$ cat src/verilog/adc_ctrl_pkg.sv
// Summary of operation
// - busy bit 7 set at start, cleared end/abort
// - software trigger: start on control-one write
// - hardware trigger: start on trigger input
// - bit 5 enables automatic compare
// - bit 4: clear less-than, set greater-equal
// - result high holds upper two bits
// - result high reads zero in 8-bit mode
// - results load unless compare enabled and false
// - 10-bit: high read blocks until low read
// - conversion finishing while blocked is discarded
// - 8-bit mode has no read interlock
// - result low holds low eight bits
// - 10-bit compare uses compare-high two bits
// - compare-low eight bits always compared
// - 8-bit compare ignores compare-high register
// - complete flag per compare; cleared by write/read
// - mode 00 is 8-bit, 10 is 10-bit
// - control-one write aborts; in software trigger mode restarts unless channel all ones
package adc_ctrl_pkg;
  localparam logic [7:0] OFS_CTRL_ONE   = 8'h00;
  localparam logic [7:0] OFS_CTRL_TWO   = 8'h04;
  localparam logic [7:0] OFS_RES_HIGH   = 8'h08;
  localparam logic [7:0] OFS_RES_LOW    = 8'h0C;
  localparam logic [7:0] OFS_CMP_HIGH   = 8'h10;
  localparam logic [7:0] OFS_CMP_LOW    = 8'h14;
  localparam logic [7:0] OFS_CONFIG     = 8'h18;
  localparam int         BIT_ACTIVE     = 7;
  localparam int         BIT_TRIG_SEL   = 6;
  localparam int         BIT_CMP_EN     = 5;
  localparam int         BIT_CMP_GE     = 4;
  localparam int         BIT_COMPLETE   = 7;
  localparam int         MODE_LSB       = 2;
  localparam logic [1:0] MODE_8BIT      = 2'h0;
  localparam logic [1:0] MODE_10BIT     = 2'h2;
  localparam logic [4:0] CHAN_OFF       = 5'h1F;
  localparam logic [7:0] RST_CTRL_ONE   = 8'h1F;
  localparam logic [7:0] RST_BYTE       = 8'h00;
  localparam int         CONV_CYCLES    = 23;
endpackage

$ cat src/verilog/sar_engine.sv
`timescale 1ns/10ps
// stand-in for the analog successive approximation: counts a fixed time, then yields the sample
module sar_engine
  import adc_ctrl_pkg::*;
#(
  parameter int CYCLES = CONV_CYCLES
) (
  // clock and reset
  input  wire logic       clk,
  input  wire logic       reset,
  // control
  input  wire logic       start,
  input  wire logic       abort,
  input  wire logic [9:0] sample,
  // result
  output logic            done,
  output logic [9:0]      value,
  output logic            busy
);
  logic [5:0] count_r;

  always_ff @(posedge clk) begin
    if (reset || abort) begin
      busy    <= 1'b0;
      count_r <= 6'h00;
      done    <= 1'b0;
      value   <= 10'h000;
    end else if (start) begin
      busy    <= 1'b1;
      count_r <= 6'(CYCLES - 1);
      done    <= 1'b0;
    end else if (busy && count_r == 6'h00) begin
      busy  <= 1'b0;
      done  <= 1'b1;
      value <= sample;
    end else begin
      done <= 1'b0;
      if (busy) begin
        count_r <= count_r - 6'h01;
      end
    end
  end
endmodule

$ cat src/verilog/adc_ctrl.sv
// The register addresses and register access over AHB-Lite are this design's own decisions.
`timescale 1ns/10ps
module adc_ctrl
  import adc_ctrl_pkg::*;
(
  // clock and reset
  input  wire logic        clk,
  input  wire logic        reset,
  // ahb-lite slave
  input  wire logic        hsel,
  input  wire logic [7:0]  haddr,
  input  wire logic [1:0]  htrans,
  input  wire logic        hwrite,
  input  wire logic [2:0]  hsize,
  input  wire logic [31:0] hwdata,
  input  wire logic        hready,
  output logic [31:0]      hrdata,
  output logic             hreadyout,
  output logic             hresp,
  // converter side
  input  wire logic        hardware_trigger_input,
  input  wire logic [9:0]  analog_sample,
  output logic             conversion_in_progress_flag,
  output logic             conversion_complete_flag
);
  logic        ap_valid_r;
  logic        ap_write_r;
  logic [7:0]  ap_addr_r;
  logic [7:0]  ctrl_one_r;
  logic [7:0]  ctrl_two_r;
  logic [7:0]  cmp_high_r;
  logic [7:0]  cmp_low_r;
  logic [7:0]  config_r;
  logic [9:0]  result_r;
  logic        locked_r;
  logic [2:0]  trig_sync_r;
  logic        trig_level_r;
  logic        complete_r;
  logic        wr_ctrl_one;
  logic        rd_high;
  logic        rd_low;
  logic        hw_edge;
  logic        start;
  logic        abort;
  logic        done;
  logic [9:0]  value;
  logic        busy;
  logic        ten_bit;
  logic        cmp_ge;
  logic        cmp_true;
  logic        accept;
  logic [9:0]  cmp_val;
  logic [9:0]  eff_val;
  logic [7:0]  rd_byte;

  // writes finish in one data-phase cycle; reads take two
  always_ff @(posedge clk) begin
    if (reset) begin
      ap_valid_r <= 1'b0;
      ap_write_r <= 1'b0;
      ap_addr_r  <= 8'h00;
    end else if (hready) begin
      ap_valid_r <= hsel && htrans[1];
      ap_write_r <= hwrite;
      ap_addr_r  <= haddr;
    end
  end

  assign wr_ctrl_one = ap_valid_r && ap_write_r && ap_addr_r == OFS_CTRL_ONE;
  assign rd_high     = ap_valid_r && !ap_write_r && ap_addr_r == OFS_RES_HIGH;
  assign rd_low      = ap_valid_r && !ap_write_r && ap_addr_r == OFS_RES_LOW;
  assign ten_bit     = config_r[MODE_LSB +: 2] == MODE_10BIT;

  // software registers; bits 1:0 of control-two are stored as written, software keeps them zero
  always_ff @(posedge clk) begin
    if (reset) begin
      ctrl_one_r <= RST_CTRL_ONE;
      ctrl_two_r <= RST_BYTE;
      cmp_high_r <= RST_BYTE;
      cmp_low_r  <= RST_BYTE;
      config_r   <= RST_BYTE;
    end else if (ap_valid_r && ap_write_r) begin
      case (ap_addr_r)
        OFS_CTRL_ONE: begin
          ctrl_one_r <= {3'h0, hwdata[4:0]};
        end
        OFS_CTRL_TWO: begin
          ctrl_two_r <= {1'b0, hwdata[6:0]};
        end
        OFS_CMP_HIGH: begin
          cmp_high_r <= {6'h00, hwdata[1:0]};
        end
        OFS_CMP_LOW: begin
          cmp_low_r <= hwdata[7:0];
        end
        OFS_CONFIG: begin
          config_r <= {4'h0, hwdata[3:2], 2'h0};
        end
        default: begin
        end
      endcase
    end
  end

  // pin input: three flops, a change counts once the last two agree
  always_ff @(posedge clk) begin
    if (reset) begin
      trig_sync_r  <= 3'h0;
      trig_level_r <= 1'b0;
    end else begin
      trig_sync_r <= {trig_sync_r[1:0], hardware_trigger_input};
      if (trig_sync_r[2] == trig_sync_r[1]) begin
        trig_level_r <= trig_sync_r[2];
      end
    end
  end

  assign hw_edge = trig_sync_r[2] && trig_sync_r[1] && !trig_level_r;
  // a write aborts whatever runs; restart only if the channel is not all ones
  assign abort   = wr_ctrl_one;
  assign start   = ctrl_two_r[BIT_TRIG_SEL]
                   ? hw_edge && ctrl_one_r[4:0] != CHAN_OFF
                   : wr_ctrl_one && hwdata[4:0] != CHAN_OFF;

  sar_engine #(
    .CYCLES (CONV_CYCLES)
  ) u_sar (
    .clk    (clk),
    .reset  (reset),
    .start  (start),
    .abort  (abort && !start),
    .sample (analog_sample),
    .done   (done),
    .value  (value),
    .busy   (busy)
  );

  // 8-bit mode keeps only the upper eight sample bits and drops the upper compare bits
  assign eff_val  = ten_bit ? value : {2'h0, value[9:2]};
  assign cmp_val  = ten_bit ? {cmp_high_r[1:0], cmp_low_r} : {2'h0, cmp_low_r};
  assign cmp_ge   = eff_val >= cmp_val;
  assign cmp_true = ctrl_two_r[BIT_CMP_GE] ? cmp_ge : !cmp_ge;
  assign accept   = done && (!ctrl_two_r[BIT_CMP_EN] || cmp_true);

  // results; while locked a finished conversion is simply lost
  always_ff @(posedge clk) begin
    if (reset) begin
      result_r <= 10'h000;
    end else if (accept && !(ten_bit && locked_r)) begin
      result_r <= eff_val;
    end
  end

  always_ff @(posedge clk) begin
    if (reset || !ten_bit) begin
      locked_r <= 1'b0;
    end else if (rd_low) begin
      locked_r <= 1'b0;
    end else if (rd_high) begin
      locked_r <= 1'b1;
    end
  end

  // set wins over a clear in the same cycle
  always_ff @(posedge clk) begin
    if (reset) begin
      complete_r <= 1'b0;
    end else if (accept) begin
      complete_r <= 1'b1;
    end else if (wr_ctrl_one || rd_low) begin
      complete_r <= 1'b0;
    end
  end

  always_comb begin
    rd_byte = 8'h00;
    case (ap_addr_r)
      OFS_CTRL_ONE: rd_byte = {complete_r, 2'h0, ctrl_one_r[4:0]};
      OFS_CTRL_TWO: rd_byte = {busy, ctrl_two_r[6:0]};
      OFS_RES_HIGH: rd_byte = ten_bit ? {6'h00, result_r[9:8]} : 8'h00;
      OFS_RES_LOW:  rd_byte = result_r[7:0];
      OFS_CMP_HIGH: rd_byte = cmp_high_r;
      OFS_CMP_LOW:  rd_byte = cmp_low_r;
      OFS_CONFIG:   rd_byte = config_r;
      default:      rd_byte = 8'h00;
    endcase
  end

  // read data is registered, so every read stretches its data phase by one wait state
  always_ff @(posedge clk) begin
    if (reset) begin
      hrdata                      <= 32'h0000_0000;
      hreadyout                   <= 1'b1;
      hresp                       <= 1'b0;
      conversion_in_progress_flag <= 1'b0;
      conversion_complete_flag    <= 1'b0;
    end else begin
      hreadyout                   <= !(hsel && htrans[1] && !hwrite && hready);
      if (ap_valid_r && !ap_write_r) begin
        hrdata <= {24'h000000, rd_byte};
      end
      hresp                       <= 1'b0;
      conversion_in_progress_flag <= start || (busy && !abort && !done);
      conversion_complete_flag    <= complete_r;
    end
  end
endmodule

$ cat config.mk
export PLATFORM = sky130hd
export DESIGN_NAME = adc_ctrl
export DESIGN_NICKNAME = d
export VERILOG_FILES = /design/src/verilog/adc_ctrl_pkg.sv /design/src/verilog/sar_engine.sv /design/src/verilog/adc_ctrl.sv
export SDC_FILE = /design/constraint.sdc
export NUM_CORES = 1
export LEC_CHECK = 0
export BUFFER_PORTS_ARGS = -buffer_cell sky130_fd_sc_hd__buf_2
export CAP_MARGIN = 20
export CORE_MARGIN = 3
export CORE_UTILIZATION = 53
export CTS_CLUSTER_SIZE = 30
export DETAILED_ROUTE_END_ITERATION = 8
export GPL_ROUTABILITY_DRIVEN = 0
export PLACE_DENSITY = 0.8
export SYNTH_ARGS = -nofsm -noshare
export SYNTH_HDL_FRONTEND = slang
export SYNTH_SLANG_ARGS = --single-unit
export TNS_END_PERCENT = 50
$ cat constraint.sdc
create_clock -name clk -period 3.74 [get_ports clk]
set_input_delay 0.374 -clock clk [delete_from_list [all_inputs] [get_ports clk]]
set_output_delay 0.374 -clock clk [all_outputs]
set_load 0.01 [all_outputs]
==> flow_metrics.tcl <==
set metrics [dict create \
    peakVddDrop_uv 192.8 \
    crit_chain "nand2b_1 > mux2i_1 > ha_1 > nand2b_1 > a21oi_1 > o21ai_0 > mux2i_1 > o21ai_0 > a21oi_1" \
    synth-compound-area-share_pct 10.96 \
    cts.clk_slew.worst_paths_ps 80 \
    crit_family "multiplexers" \
    route.detailed.drc 0 \
    post_route_cells_drive_above_1_share_pct 14.64 \
    final.fill_count 621 \
    drtIter0Drc 172 \
    synth.area.mux_share_pct 14.16 \
    timing.critical_path.slowest_stage_cell "sky130_fd_sc_hd__mux2i_1" \
    path_buf_inv 0 \
    worst-slew-pin-transition_ps 841.2 \
    final.setup.tns_ps 0 \
    worstPathArrival_ps 3230 \
    min-delay-start "htrans[1]" \
    synthesis.instances 440 \
    cts-root-to-sink-buffers 2 \
    cts_tree "built" \
    synthSimpleGateAreaFrac_pct 20.57 \
    total_overflow_reported_by_the_global_router 0 \
    antenna_found_initial 0 \
    skew_ps 7.294 \
    cts_hold_buffers 0 \
    synth-xor-area-share_pct 0.9029 \
    combined_area_of_all_synthesized_cells_sq_mm 0.003880 \
    report.final.setup_viol 0 \
    grt_use_total_pct 21.08 \
    numCtsBuffers 9 \
    critical_path_peak_fanout 13 \
    detailed_place_hpwl_um 6374 \
    yosys_warning_total 0 \
    root_buffer "sky130_fd_sc_hd__clkbuf_8" \
    rsz0062_at_grt "false" \
    final_nets 547 \
    synth_ff_type "sky130_fd_sc_hd__dfxtp_1" \
    timing_hold_violations_final 0 \
    hold_path.class "in -> reg" \
    synth_edf_count 0 \
    final_area_sq_mm 0.004282 \
    final_antenna_diode_count 0 \
    criticalPathCategory "reg -> reg" \
    yosys_register_bits 79 \
    floorplan.io_pins 97 \
    worst_skew_pair.late_latency_ps 350 \
    floorplan.core_area_sq_mm 0.006944 \
    area_growth_syn_to_layout_pct 10.35 \
    adder_cell_share_of_the_synthesized_area_pct 3.870 \
    startpoint_type "register" \
    timing.critical_path.from "config_r[2]$_SDFFE_PP0P_" \
    final.hold.worst_slack_ps 245.8 \
    layout_worst_path_cycle_share_pct 79.11 \
    vias 3099 \
    total_power_mw 1.688 \
    post-cts-setup-buffer-count 0 \
    floorplan.initialDensity_pct 55.87 \
    buffer_ports.inserted 43 \
    tritoncts_num_sinks 79 \
    synth_top_family_by_area "simple AND/OR/NAND/NOR gates" \
    maxSlewHeadroom_pct 42.32 \
    end_kind "register" \
    power_density_mw_per_mm2 394.2 \
    grt_first_pass_wirelength_um 14240 \
    num_rows 30 \
    first_pass_iters 4 \
    clock_tree.htree_level_count 3 \
    final_util_pct 61.66 \
    dieArea_sq_mm 0.008383 \
    share_of_synthesized_flip_flops_with_an_asynchronous_set_or_reset_pct 0 \
    routed_wirelength_um 8458 \
    seq_area_frac_synth_pct 40.76 \
    cellLeakagePower_nw 1.929 \
    status "finished, final reports clean" \
    drv_slew 0 \
    fmaxAchievable_mhz 338.0 \
    place_area_sq_mm 0.004051 \
    worstPathRequired_ps 4020 \
    grt_max_degree 37 \
    critical-path-max-stage-delay_ps 690 \
    dieWidth_um 91.56 \
    synth.distinct_cells 43 \
    die_height_um 91.56 \
    crit-reg2reg-launch "config_r[2]$_SDFFE_PP0P_" \
    syn_avg_cell_area_sq_um 8.818 \
    grt_pass1_vias 2973 \
    finalWorstPathRequiredPeriod_ps 2959 \
    drt-vias-per-instance 5.399 \
    wl_per_cell_um 14.74 \
    cts.repair.resized 0 \
    maxCapViolCount 0 \
    ant_nets 0 \
]
## per-layer routing
metal / vias to the layer above / GRT usage, % / wire [um]
li1: 1543 / - / -
met1: 1442 / 26.63 / 3715
met2: 99 / 35.12 / 4094
met3: 15 / 5.137 / 503
met4: 0 / 6.910 / 144
met5: - / 0 / 0
## power by group
| part | total, mW | internal, mW | switching, mW |
|---|---|---|---|
| Sequential | 0.860 | 0.850 | 0.00972 |
| Clock | 0.722 | 0.426 | 0.296 |
| Combinational | 0.106 | 0.0395 | 0.0667 |
| Total | 1.69 | 1.32 | 0.372 |
## stage by stage
| stage | std cells | setup slack (ps) |
|---|---|---|
| 6_report | 574 | 781.2 |
| 4_1_cts | 574 | 798.0 |
| 2_1_floorplan | 464 | 1007 |
| 5_1_grt | 574 | 468.1 |
| 3_3_place_gp | 559 | 963.4 |
| 3_5_place_dp | 559 | 839.6 |
## Yosys cell counts (2+ instances only)
library cell                 n  area share [%]
sky130_fd_sc_hd__clkbuf_1   18             1.7
sky130_fd_sc_hd__xnor2_1     3            0.68
sky130_fd_sc_hd__nand4_1     3            0.48
sky130_fd_sc_hd__a221oi_1    4            0.90
sky130_fd_sc_hd__and3_1      7             1.1
sky130_fd_sc_hd__buf_1       2            0.19
sky130_fd_sc_hd__o2bb2ai_1   2            0.45
sky130_fd_sc_hd__dfxtp_1    79              41
sky130_fd_sc_hd__a22oi_1     7             1.4
sky130_fd_sc_hd__nor2b_1    12             1.9
sky130_fd_sc_hd__a41oi_1     7             1.6
sky130_fd_sc_hd__mux4_2      2             1.2
sky130_fd_sc_hd__ha_1       12             3.9
sky130_fd_sc_hd__nand2_1    40             3.9
sky130_fd_sc_hd__mux2_2      3            0.87
sky130_fd_sc_hd__a211o_1     6             1.4
sky130_fd_sc_hd__or3_1       7             1.1
sky130_fd_sc_hd__inv_1      14             1.4
sky130_fd_sc_hd__nand2b_1    8             1.3
sky130_fd_sc_hd__buf_4      25             4.8
sky130_fd_sc_hd__nor2_1     60             5.8
sky130_fd_sc_hd__nand3_1     8             1.0
sky130_fd_sc_hd__a31oi_1     2            0.32
sky130_fd_sc_hd__mux2i_1    47              12
sky130_fd_sc_hd__o21a_1      2            0.39
sky130_fd_sc_hd__nor4_1      2            0.32
sky130_fd_sc_hd__a22o_1      2            0.45
sky130_fd_sc_hd__a21oi_1    17             2.2
sky130_fd_sc_hd__buf_2       2            0.26
sky130_fd_sc_hd__nor3_1     17             2.2
sky130_fd_sc_hd__o21ai_0     8             1.0
## logic make-up (layout without fill, tap and decap cells)
kind of cell,after synthesis,in the layout
xor+xnor,4,4
other cells,1,25
flops,79,79
fa+ha+maj,12,12
buf+inv,62,76
simple gates,169,169
mux,52,52
compound gates,61,61
## layout make-up
| cell class | instances | area (sq um) | share of cell area (%) |
|---|---|---|---|
| Multi-Input combinational cell | 323 | 2052 | 47.93 |
| Sequential cell | 79 | 1582 | 36.94 |
| Timing Repair Buffer | 47 | 245.2 | 5.728 |
| Clock buffer | 12 | 165.2 | 3.857 |
| Tap cell | 96 | 120.1 | 2.805 |
| Clock inverter | 3 | 65.06 | 1.520 |
| Inverter | 14 | 52.55 | 1.227 |
## placed cells by master, fill, tap and decap left out, drive strengths merged, types with 3 or more instances in the layout
master	netlist	routed
dfxtp	79	79
nor2	60	60
mux2i	47	47
buf	30	47
nand2	40	40
conb	1	25
a21oi	17	17
nor3	17	17
inv	14	14
nor2b	12	12
ha	12	12
clkbuf	18	12
nand2b	8	8
nand3	8	8
o21ai	8	8
and3	7	7
a22oi	7	7
or3	7	7
a41oi	7	7
a211o	6	6
a221oi	4	4
mux2	3	3
xnor2	3	3
nand4	3	3
a31oi	3	3
nor4	3	3
## sequential cells by signal, indices dropped and copies added (netlist names), 2 cells and up
| name | flops |
|---|---|
| ap_addr_r | 8 |
| cmp_high_r | 2 |
| cmp_low_r | 8 |
| config_r | 2 |
| ctrl_one_r | 5 |
| ctrl_two_r | 7 |
| hrdata | 8 |
| result_r | 10 |
| trig_sync_r | 3 |
| u_sar.count_r | 6 |
| u_sar.value | 10 |
## worst register-to-register path: stages, from the launching register on
cell and delay [ps]:
sky130_fd_sc_hd__dfxtp_1 400, sky130_fd_sc_hd__nand2b_1 380, sky130_fd_sc_hd__mux2i_1 310, sky130_fd_sc_hd__ha_1 260, sky130_fd_sc_hd__nand2b_1 140, sky130_fd_sc_hd__a21oi_1 150
sky130_fd_sc_hd__o21ai_0 160, sky130_fd_sc_hd__mux2i_1 690, sky130_fd_sc_hd__o21ai_0 210, sky130_fd_sc_hd__a21oi_1 180
## final timing paths
check,slack [ps],cells past startpoint,to
setup / recovery,780,9,result_r[8]$_SDFFE_PP0P_
hold / removal,250,2,hreadyout$_SDFF_PP1_
setup reg to reg,780,9,result_r[8]$_SDFFE_PP0P_
hold reg to reg,450,1,trig_sync_r[1]$_SDFF_PP0_
(Power assumes the default switching activity.)
